File: src/logic/q2_pkg.sv
// constants, types and register map for the queue-two scan mode control block
package q2_pkg;
   // register bus geometry
   localparam int ADDR_W = 4;
   localparam int DATA_W = 32;
   localparam int STRB_W = DATA_W / 8;
   localparam logic [ADDR_W-1:0] CTRL_OFS = 4'h0;
   localparam logic [ADDR_W-1:0] STAT_OFS = 4'h4;
   localparam logic [1:0] RESP_OKAY = 2'h0;
   localparam logic [1:0] RESP_SLVERR = 2'h2;
   // control register fields
   localparam int MODE_LSB = 0;
   localparam int MODE_W = 5;
   localparam int RES_BIT = 8;
   localparam int SSE_BIT = 9;
   localparam int MODE_BYTE = 0;
   localparam int FLAG_BYTE = 1;
   localparam logic [MODE_W-1:0] MODE_RST = 5'h00;
   localparam logic RES_RST = 1'h0;
   localparam logic SSE_RST = 1'h0;
   // status register fields
   localparam int ST_ACTIVE_BIT = 0;
   localparam int ST_SUSP_BIT = 1;
   localparam int ST_EFFRES_BIT = 2;
   localparam int ST_SSE_BIT = 3;
   localparam int ST_MODE_LSB = 8;
   // mode code layout: top bit picks continuous scan, low nibble the trigger
   localparam int CONT_BIT = 4;
   localparam logic [3:0] LO_SW = 4'h1;
   localparam logic [3:0] LO_RISE = 4'h2;
   localparam logic [3:0] LO_FALL = 4'h3;
   localparam logic [3:0] LO_TMR_FIRST = 4'h4;
   localparam logic [3:0] LO_TMR_LAST = 4'hE;
   localparam logic [4:0] EXP_OFS = 5'h03;
   // interval timer width covers the longest interval of 2^17 converter clocks
   localparam int TMR_W = 17;
   localparam int CONV_DIV_DEF = 4;
   typedef enum logic [2:0] {K_OFF, K_SW, K_RISE, K_FALL, K_TIMER} trig_kind_e;
   typedef enum logic [1:0] {ST_IDLE, ST_SCAN, ST_SUSP} scan_state_e;
   typedef struct packed {
      trig_kind_e kind;
      logic cont;
      logic [4:0] expo;
   } mode_dec_s;
   typedef struct packed {
      logic start;
      logic resume;
      logic from_aborted;
   } seq_cmd_s;
endpackage

File: src/logic/adc_queue2_scan_mode.sv
// queue-two scan mode control: trigger selection, interval timer, suspend/resume and register slave
//
// Summary of operation
// mode 00000 disables queue two, no conversions
// 00001 software single scan, started by enable bit
// 00010/00011 single scan on rising/falling trigger edge
// 00100-01110 interval timer single scan, 2^7..2^17 clocks
// 10001 software continuous scan, started by enable bit
// 10010/10011 continuous scan on rising/falling edges
// 10100-11110 periodic timer continuous scan, 2^7..2^17
// resume bit 0 restarts at first command word
// resume bit 1 resumes at aborted command word
// resume change applies at end-of-queue or mode change
// reserved codes 01111, 10000, 11111 act disabled
//
// The AXI4-Lite register port and the placing of the registers are this design's own decisions.
`timescale 1ns/1ps
`default_nettype none
module adc_queue2_scan_mode
   import q2_pkg::*;
#(
   parameter int CONV_DIV = q2_pkg::CONV_DIV_DEF
) (
   input wire logic sys_clk,
   input wire logic rst_n,
   input wire logic queue2_external_trigger_pin,
   input wire logic end_of_queue,
   input wire logic q1_suspend,
   input wire logic q1_release,
   output q2_pkg::seq_cmd_s seq_cmd,
   output logic scan_active,
   output logic converter_clock,
   input wire logic [q2_pkg::ADDR_W-1:0] s_axi_awaddr,
   input wire logic s_axi_awvalid,
   output logic s_axi_awready,
   input wire logic [q2_pkg::DATA_W-1:0] s_axi_wdata,
   input wire logic [q2_pkg::STRB_W-1:0] s_axi_wstrb,
   input wire logic s_axi_wvalid,
   output logic s_axi_wready,
   output logic [1:0] s_axi_bresp,
   output logic s_axi_bvalid,
   input wire logic s_axi_bready,
   input wire logic [q2_pkg::ADDR_W-1:0] s_axi_araddr,
   input wire logic s_axi_arvalid,
   output logic s_axi_arready,
   output logic [q2_pkg::DATA_W-1:0] s_axi_rdata,
   output logic [1:0] s_axi_rresp,
   output logic s_axi_rvalid,
   input wire logic s_axi_rready
);
   import q2_pkg::*;

   // word match of a byte address against a register offset
   function automatic logic is_reg(input logic [ADDR_W-1:0] a, input logic [ADDR_W-1:0] ofs);
      is_reg = (a[ADDR_W-1:2] == ofs[ADDR_W-1:2]);
   endfunction

   // split a mode code into trigger kind, scan form and timer exponent
   function automatic mode_dec_s decode_mode(input logic [MODE_W-1:0] m);
      logic [3:0] lo;
      mode_dec_s d;
      lo = m[3:0];
      d.kind = K_OFF;
      d.cont = m[CONT_BIT];
      d.expo = 5'h00;
      if (lo == LO_SW) begin
         d.kind = K_SW;
      end else if (lo == LO_RISE) begin
         d.kind = K_RISE;
      end else if (lo == LO_FALL) begin
         d.kind = K_FALL;
      end else if (lo >= LO_TMR_FIRST && lo <= LO_TMR_LAST) begin
         d.kind = K_TIMER;
         d.expo = {1'b0, lo} + EXP_OFS;
      end
      decode_mode = d;
   endfunction

   // low-bit mask whose all-ones value marks the end of an interval
   function automatic logic [TMR_W-1:0] period_mask(input logic [4:0] e);
      period_mask = TMR_W'((TMR_W+1)'(1) << e) - TMR_W'(1);
   endfunction

   logic [MODE_W-1:0] mode_r;
   logic res_r;
   logic sse_r;
   logic eff_res_r;
   scan_state_e state_r;
   seq_cmd_s cmd_r;
   logic active_r;
   logic trig_prev_r;
   logic [$clog2(CONV_DIV+1)-1:0] div_r;
   logic converter_clock_r;
   logic [TMR_W-1:0] tmr_r;
   logic aw_have_r;
   logic [ADDR_W-1:0] aw_addr_r;
   logic w_have_r;
   logic [DATA_W-1:0] w_data_r;
   logic [STRB_W-1:0] w_strb_r;
   logic awready_r;
   logic wready_r;
   logic bvalid_r;
   logic [1:0] bresp_r;
   logic arready_r;
   logic rvalid_r;
   logic [DATA_W-1:0] rdata_r;
   logic [1:0] rresp_r;
   mode_dec_s dec;
   logic wr_commit;
   logic wr_ctrl;
   logic mode_wr;
   logic [MODE_W-1:0] mode_nxt;
   logic mode_chg;
   logic rise_edge;
   logic fall_edge;
   logic converter_clock_tick;
   logic tmr_hit;
   logic eoq_scan;
   logic trig;
   logic start_go;
   logic [DATA_W-1:0] rdata_nxt;

   assign dec = decode_mode(mode_r);

   // outputs straight from flip-flops
   assign seq_cmd = cmd_r;
   assign scan_active = active_r;
   assign converter_clock = converter_clock_r;
   assign s_axi_awready = awready_r;
   assign s_axi_wready = wready_r;
   assign s_axi_bvalid = bvalid_r;
   assign s_axi_bresp = bresp_r;
   assign s_axi_arready = arready_r;
   assign s_axi_rvalid = rvalid_r;
   assign s_axi_rdata = rdata_r;
   assign s_axi_rresp = rresp_r;

   // write address and data are caught independently, committed together
   always_ff @(posedge sys_clk) begin
      if (!rst_n) begin
         aw_have_r <= 1'b0;
         aw_addr_r <= '0;
         awready_r <= 1'b1;
      end else if (s_axi_awvalid && awready_r) begin
         aw_have_r <= 1'b1;
         aw_addr_r <= s_axi_awaddr;
         awready_r <= 1'b0;
      end else if (bvalid_r && s_axi_bready) begin
         aw_have_r <= 1'b0;
         awready_r <= 1'b1;
      end
   end

   always_ff @(posedge sys_clk) begin
      if (!rst_n) begin
         w_have_r <= 1'b0;
         w_data_r <= '0;
         w_strb_r <= '0;
         wready_r <= 1'b1;
      end else if (s_axi_wvalid && wready_r) begin
         w_have_r <= 1'b1;
         w_data_r <= s_axi_wdata;
         w_strb_r <= s_axi_wstrb;
         wready_r <= 1'b0;
      end else if (bvalid_r && s_axi_bready) begin
         w_have_r <= 1'b0;
         wready_r <= 1'b1;
      end
   end

   // write commit and its decode
   assign wr_commit = aw_have_r && w_have_r && !bvalid_r;
   assign wr_ctrl = wr_commit && is_reg(aw_addr_r, CTRL_OFS);
   assign mode_wr = wr_ctrl && w_strb_r[MODE_BYTE];
   assign mode_nxt = w_data_r[MODE_LSB +: MODE_W];
   assign mode_chg = mode_wr && (mode_nxt != mode_r);

   // write response; the status register is read-only
   always_ff @(posedge sys_clk) begin
      if (!rst_n) begin
         bvalid_r <= 1'b0;
         bresp_r <= RESP_OKAY;
      end else if (wr_commit) begin
         bvalid_r <= 1'b1;
         bresp_r <= wr_ctrl ? RESP_OKAY : RESP_SLVERR;
      end else if (bvalid_r && s_axi_bready) begin
         bvalid_r <= 1'b0;
      end
   end

   // read data mux
   always_comb begin
      rdata_nxt = '0;
      if (is_reg(s_axi_araddr, CTRL_OFS)) begin
         rdata_nxt[MODE_LSB +: MODE_W] = mode_r;
         rdata_nxt[RES_BIT] = res_r;
         rdata_nxt[SSE_BIT] = sse_r;
      end else if (is_reg(s_axi_araddr, STAT_OFS)) begin
         rdata_nxt[ST_ACTIVE_BIT] = active_r;
         rdata_nxt[ST_SUSP_BIT] = (state_r == ST_SUSP);
         rdata_nxt[ST_EFFRES_BIT] = eff_res_r;
         rdata_nxt[ST_SSE_BIT] = sse_r;
         rdata_nxt[ST_MODE_LSB +: MODE_W] = mode_r;
      end
   end

   // read channel: one read in flight, unmapped reads answer zero with an error
   always_ff @(posedge sys_clk) begin
      if (!rst_n) begin
         arready_r <= 1'b1;
         rvalid_r <= 1'b0;
         rdata_r <= '0;
         rresp_r <= RESP_OKAY;
      end else if (s_axi_arvalid && arready_r) begin
         arready_r <= 1'b0;
         rvalid_r <= 1'b1;
         rdata_r <= rdata_nxt;
         rresp_r <= (is_reg(s_axi_araddr, CTRL_OFS) || is_reg(s_axi_araddr, STAT_OFS)) ? RESP_OKAY : RESP_SLVERR;
      end else if (rvalid_r && s_axi_rready) begin
         arready_r <= 1'b1;
         rvalid_r <= 1'b0;
      end
   end

   // mode and resume select fields
   always_ff @(posedge sys_clk) begin
      if (!rst_n) begin
         mode_r <= MODE_RST;
         res_r <= RES_RST;
      end else begin
         if (mode_wr) begin
            mode_r <= mode_nxt;
         end
         if (wr_ctrl && w_strb_r[FLAG_BYTE]) begin
            res_r <= w_data_r[RES_BIT];
         end
      end
   end

   // single-scan enable: a software write of one wins over the end-of-scan clear
   always_ff @(posedge sys_clk) begin
      if (!rst_n) begin
         sse_r <= SSE_RST;
      end else if (wr_ctrl && w_strb_r[FLAG_BYTE]) begin
         sse_r <= w_data_r[SSE_BIT];
      end else if (eoq_scan && !dec.cont) begin
         sse_r <= 1'b0;
      end
   end

   // resume point latched only while idle, at end of queue or on a mode change
   always_ff @(posedge sys_clk) begin
      if (!rst_n) begin
         eff_res_r <= RES_RST;
      end else if (state_r == ST_IDLE || eoq_scan || mode_chg) begin
         eff_res_r <= res_r;
      end
   end

   // converter clock: one-cycle enable every CONV_DIV system clocks
   assign converter_clock_tick = (div_r == ($bits(div_r))'(CONV_DIV - 1));
   always_ff @(posedge sys_clk) begin
      if (!rst_n) begin
         div_r <= '0;
         converter_clock_r <= 1'b0;
      end else begin
         div_r <= converter_clock_tick ? '0 : div_r + 1'b1;
         converter_clock_r <= converter_clock_tick;
      end
   end

   // interval timer counts converter clocks, restarted by a mode change
   assign tmr_hit = converter_clock_tick && dec.kind == K_TIMER && (tmr_r & period_mask(dec.expo)) == period_mask(dec.expo);
   always_ff @(posedge sys_clk) begin
      if (!rst_n) begin
         tmr_r <= '0;
      end else if (mode_chg || dec.kind != K_TIMER) begin
         tmr_r <= '0;
      end else if (converter_clock_tick) begin
         tmr_r <= tmr_r + 1'b1;
      end
   end

   // trigger pin edge detect
   always_ff @(posedge sys_clk) begin
      if (!rst_n) begin
         trig_prev_r <= 1'b0;
      end else begin
         trig_prev_r <= queue2_external_trigger_pin;
      end
   end
   assign rise_edge = queue2_external_trigger_pin && !trig_prev_r;
   assign fall_edge = !queue2_external_trigger_pin && trig_prev_r;

   // trigger selection; single-scan forms need the enable bit armed
   always_comb begin
      trig = 1'b0;
      unique case (dec.kind)
         K_OFF: trig = 1'b0;
         K_SW: trig = sse_r;
         K_RISE: trig = rise_edge && (dec.cont || sse_r);
         K_FALL: trig = fall_edge && (dec.cont || sse_r);
         K_TIMER: trig = tmr_hit && (dec.cont || sse_r);
      endcase
   end
   assign eoq_scan = (state_r == ST_SCAN) && end_of_queue;
   assign start_go = (state_r == ST_IDLE) && trig && !mode_chg;

   // scan sequencing, suspension by queue one and resumption
   always_ff @(posedge sys_clk) begin
      if (!rst_n) begin
         state_r <= ST_IDLE;
         cmd_r <= '0;
         active_r <= 1'b0;
      end else begin
         cmd_r <= '0;
         if (mode_chg) begin
            state_r <= ST_IDLE;
            active_r <= 1'b0;
         end else begin
            unique case (state_r)
               ST_IDLE: begin
                  if (start_go) begin
                     state_r <= ST_SCAN;
                     active_r <= 1'b1;
                     cmd_r.start <= 1'b1;
                  end
               end
               ST_SCAN: begin
                  if (end_of_queue) begin
                     state_r <= ST_IDLE;
                     active_r <= 1'b0;
                  end else if (q1_suspend) begin
                     state_r <= ST_SUSP;
                  end
               end
               ST_SUSP: begin
                  if (q1_release) begin
                     state_r <= ST_SCAN;
                     cmd_r.resume <= 1'b1;
                     cmd_r.from_aborted <= eff_res_r;
                  end
               end
            endcase
         end
      end
   end
endmodule
`default_nettype wire

File: config.mk
export PLATFORM = sky130hd
export DESIGN_NAME = adc_queue2_scan_mode
export DESIGN_NICKNAME = d
export VERILOG_FILES = /design/src/logic/q2_pkg.sv /design/src/logic/adc_queue2_scan_mode.sv
export SDC_FILE = /design/constraint.sdc
export NUM_CORES = 1
export LEC_CHECK = 0
export CAP_MARGIN = 30
export CORE_ASPECT_RATIO = 0.5
export CORE_MARGIN = 2
export CORE_UTILIZATION = 40
export DETAILED_ROUTE_END_ITERATION = 12
export DONT_BUFFER_PORTS = 1
export PLACE_DENSITY = 0.51
export SETUP_SLACK_MARGIN = 0.4
export SLEW_MARGIN = 20
export SYNTH_ARGS = -nofsm -noshare
export SYNTH_HDL_FRONTEND = slang
export SYNTH_SLANG_ARGS = --single-unit
File: constraint.sdc
create_clock -name sys_clk -period 6.6 [get_ports sys_clk]
set_clock_uncertainty 0.05 [all_clocks]
set_input_delay 1.32 -clock sys_clk [delete_from_list [all_inputs] [get_ports sys_clk]]
set_output_delay 1.32 -clock sys_clk [all_outputs]
set_load 0.03 [all_outputs]
==> qor.tcl <==
set qor(status) {complete, no violations}
set qor(cell_with_the_most_instances_after_synthesis) {dfxtp_1}
set qor(ctsResizeCount) 0
set qor(synth_common_cells) {dfxtp_1 (66), nand2_1 (62), nor2_1 (39)}
set qor(detail_route.first_pass.iterations) 4
set qor(cts.repair_timing.setup_buffer_count) 0
set qor(wl_per_cell_um) 14.8
set qor(critical-path-top-cell-by-count) {ha_1}
set qor(critical_path_class) {reg -> reg}
set qor(critical_path.n_buffers_inverters) 1
set qor(clock_path_buffers) 2
set qor(intPower_uw) 753
set qor(slew_viol_final) 0
set qor(cts_hold_repair.buffers) 0
set qor(dieArea_um2) 10600
set qor(synth_top_area_share_pct) 34.0
set qor(place_hpwl_mm) 6.24
set qor(switching_share_pct) 22.7
set qor(timing.final.setup_violations) 0
set qor(number_of_synthesized_flops_with_an_enable_pin) 0
set qor(power.share.combinational_pct) 5.1
set qor(antenna_found_initial) 0
set qor(critical_path_required_ns) 6.79
set qor(grt_start_max_net_pins) 43
set qor(crit_chain) {inv_1, ha_1, nor2b_4, a311oi_4, nand2_1, or3_1, ha_1, a21boi_0, o311ai_0, a2111oi_2, nand4_1, nor4b_2, o21bai_1, a221oi_2}
set qor(power.density_nw_per_um2) 232
set qor(vias) 3059
set qor(async_flop_share_pct) 0
set qor(hold_violations) 0
set qor(fin_cells) 599
set qor(wirelength_mm) 8.87
set qor(fin_tns_setup_ns) 0
set qor(portBuffers) 0
set qor(syn-cell-area_um2) 3890
set qor(max_slew.worst_pin.slew_ns) 0.701
set qor(synth_cell_type_count) 68
set qor(grt_pass1_vias) 2841
set qor(cellLeakagePower_uw) 0.00150
set qor(drt_iter0_drc) 151
set qor(global_route_usage_over_all_layers_pct) 17.7
set qor(share_seq_of_total_power_pct) 43.5
set qor(timing.fmax_ghz) 0.208
set qor(worst_slew_margin_rel_pct) 53.1
set qor(route.detailed.drc) 0
set qor(fin_crit_ns) 4.81
set qor(chipWidth_um) 143
set qor(path_delay_family) {compound AO/OA/AOI/OAI gates}
set qor(max-vdd-ir-drop_mv) 0.131
set qor(hp-class) {reg -> reg}
set qor(cpPeakStageDelay_ns) 0.58
set qor(cts_htree_levels) 3
set qor(wire_length_of_the_first_global_routing_pass_mm) 14.6
set qor(yosys_register_bits) 66
set qor(grt_overflow_total) 0
set qor(std_cell_rows) 25
set qor(route.detailed.vias_per_inst) 5.11
set qor(dp_cells) 583
set qor(worst_path_arrival_time_ns) 5.00
set qor(grt_setup_unrepaired) {no}
set qor(cts-buffers-inserted) 9
set qor(drive_above_1_share_pct) 7.97
set qor(synth_sequential_area_ratio_pct) 34.0
set qor(clkTransAtPathRegs_ns) 0.05
set qor(synthesis.yosys.warnings) 0
set qor(core_area_um2) 9450
set qor(timing.critical_path.slowest_stage_cell) {ha_1}
set qor(setup.worst_path.start_class) {flip-flop}
set qor(ys.flop_type) {dfxtp_1}
set qor(synthTopCellsByArea) {dfxtp_1 (34%), nand2_1 (6.0%), a21boi_0 (4.8%)}
set qor(finalCritPeriodShare_pct) 72.9
set qor(tritoncts_num_sinks) 66
set qor(endpoint_kind) {flip-flop}
set qor(synth.avg_cell_area_um2) 8.33
set qor(floorplan.io_pins) 101
set qor(cp_max_fo) 17
set qor(finish.net_count) 526
set qor(clockPowerShare_pct) 51.4
set qor(max_cap_violations) 0
set qor(cts_tree) {yes}
set qor(diodes) 0
set qor(area.growth.synth_to_final_pct) 8.04
set qor(finish.utilization_pct) 44.5
set qor(power.net_switching_uw) 222
set qor(gpl.final_weighted_congestion) 0.949
set qor(synthCells) 467
set qor(antenna_violating_nets_post_route) 0
set qor(yosysTopAreaCell) {dfxtp_1}
set qor(clockRootBuffer) {clkbuf_16}
set qor(initial_core_util_pct) 41.2
set qor(dieHeight_um) 73.7
set qor(worstSkewPairLatency_ns) 0.33
## cell families (layout without fill, tap and decap cells)
group	after synthesis	count (layout)	share of synthesized area [%]
flip-flops	66	66	34.0
XOR/XNOR	26	26	6.24
buffers and inverters	63	37	8.94
adder cells (fa/ha/maj)	13	13	4.12
multiplexers	6	6	1.64
AO/OA/AOI/OAI	101	101	20.1
AND/OR/NAND/NOR	191	191	24.9
other	1	24	0.0964
## cells in the final DEF, fill, tap and decap left out, types with 13 or more instances in the layout
cell type,instances
dfxtp_1,66
nand2_1,62
nor2_1,39
a21boi_0,25
conb_1,24
inv_1,17
nor2b_1,17
nand3_1,15
xnor2_1,13
o21ai_0,13
## cell type report
class | count | area [um^2]
Timing Repair Buffer | 4 | 30.0
Tap cell | 135 | 169
Clock buffer | 11 | 233
Clock inverter | 5 | 78.8
Sequential cell | 66 | 1320
Fill cell | 936 | 5250
Inverter | 17 | 63.8
Multi-Input combinational cell | 361 | 2310
## through the flow
stage / total power (uW) / hold WS (ns) / area (um^2) / worst slack [ns]
after floorplan: 488 / 0.349 / 3980 / 2.94
after CTS: 986 / 0.397 / 4200 / 1.81
after global routing: 1010 / 0.410 / 4200 / 1.40
final: 975 / 0.386 / 4200 / 1.79
after global placement: 482 / 0.367 / 3890 / 1.79
after detailed placement: 483 / 0.389 / 3890 / 1.87
## power groups by stage
| stage | clock [uW] | sequential (uW) | combinational [uW] |
|---|---|---|---|
| 2_1_floorplan | 0 | 430 | 58.1 |
| 3_3_place_gp | 0 | 432 | 49.9 |
| 3_5_place_dp | 0 | 432 | 50.2 |
| 4_1_cts | 512 | 424 | 50.2 |
| 5_1_grt | 531 | 425 | 56.0 |
| 6_report | 501 | 424 | 49.9 |
## sequential cells by signal, indices dropped and copies added (netlist names), 2 cells and up
signal and cells:
div_r 3, s_axi_rdata 10, w_strb_r 2, seq_cmd 3, state_r 2, mode_r 5, tmr_r 17, w_data_r 7
aw_addr_r 2
## per-layer routing
layer  track usage (%)  vias up  share of wire [%]
met2              26.5       87                 42
met5                 0        -                  0
li1                  -     1576                  -
met1              24.1     1386                 51
met4              4.58        0                1.1
met3              6.52       10                6.4
## final timing paths
kind / slack (ns) / cells past startpoint / start / end
worst max-delay path: 1.79 / 14 / mode_r[1]$_SDFFE_PN0P_ / state_r[0]$_SDFFE_PP0P_
worst min-delay path: 0.39 / 1 / div_r[0]$_SDFF_PP0_ / div_r[0]$_SDFF_PP0_
worst max register to register: 1.79 / 14 / mode_r[1]$_SDFFE_PN0P_ / state_r[0]$_SDFFE_PP0P_
worst min register to register: 0.39 / 1 / div_r[0]$_SDFF_PP0_ / div_r[0]$_SDFF_PP0_
Note: power is estimated with default switching activity, not from simulation.
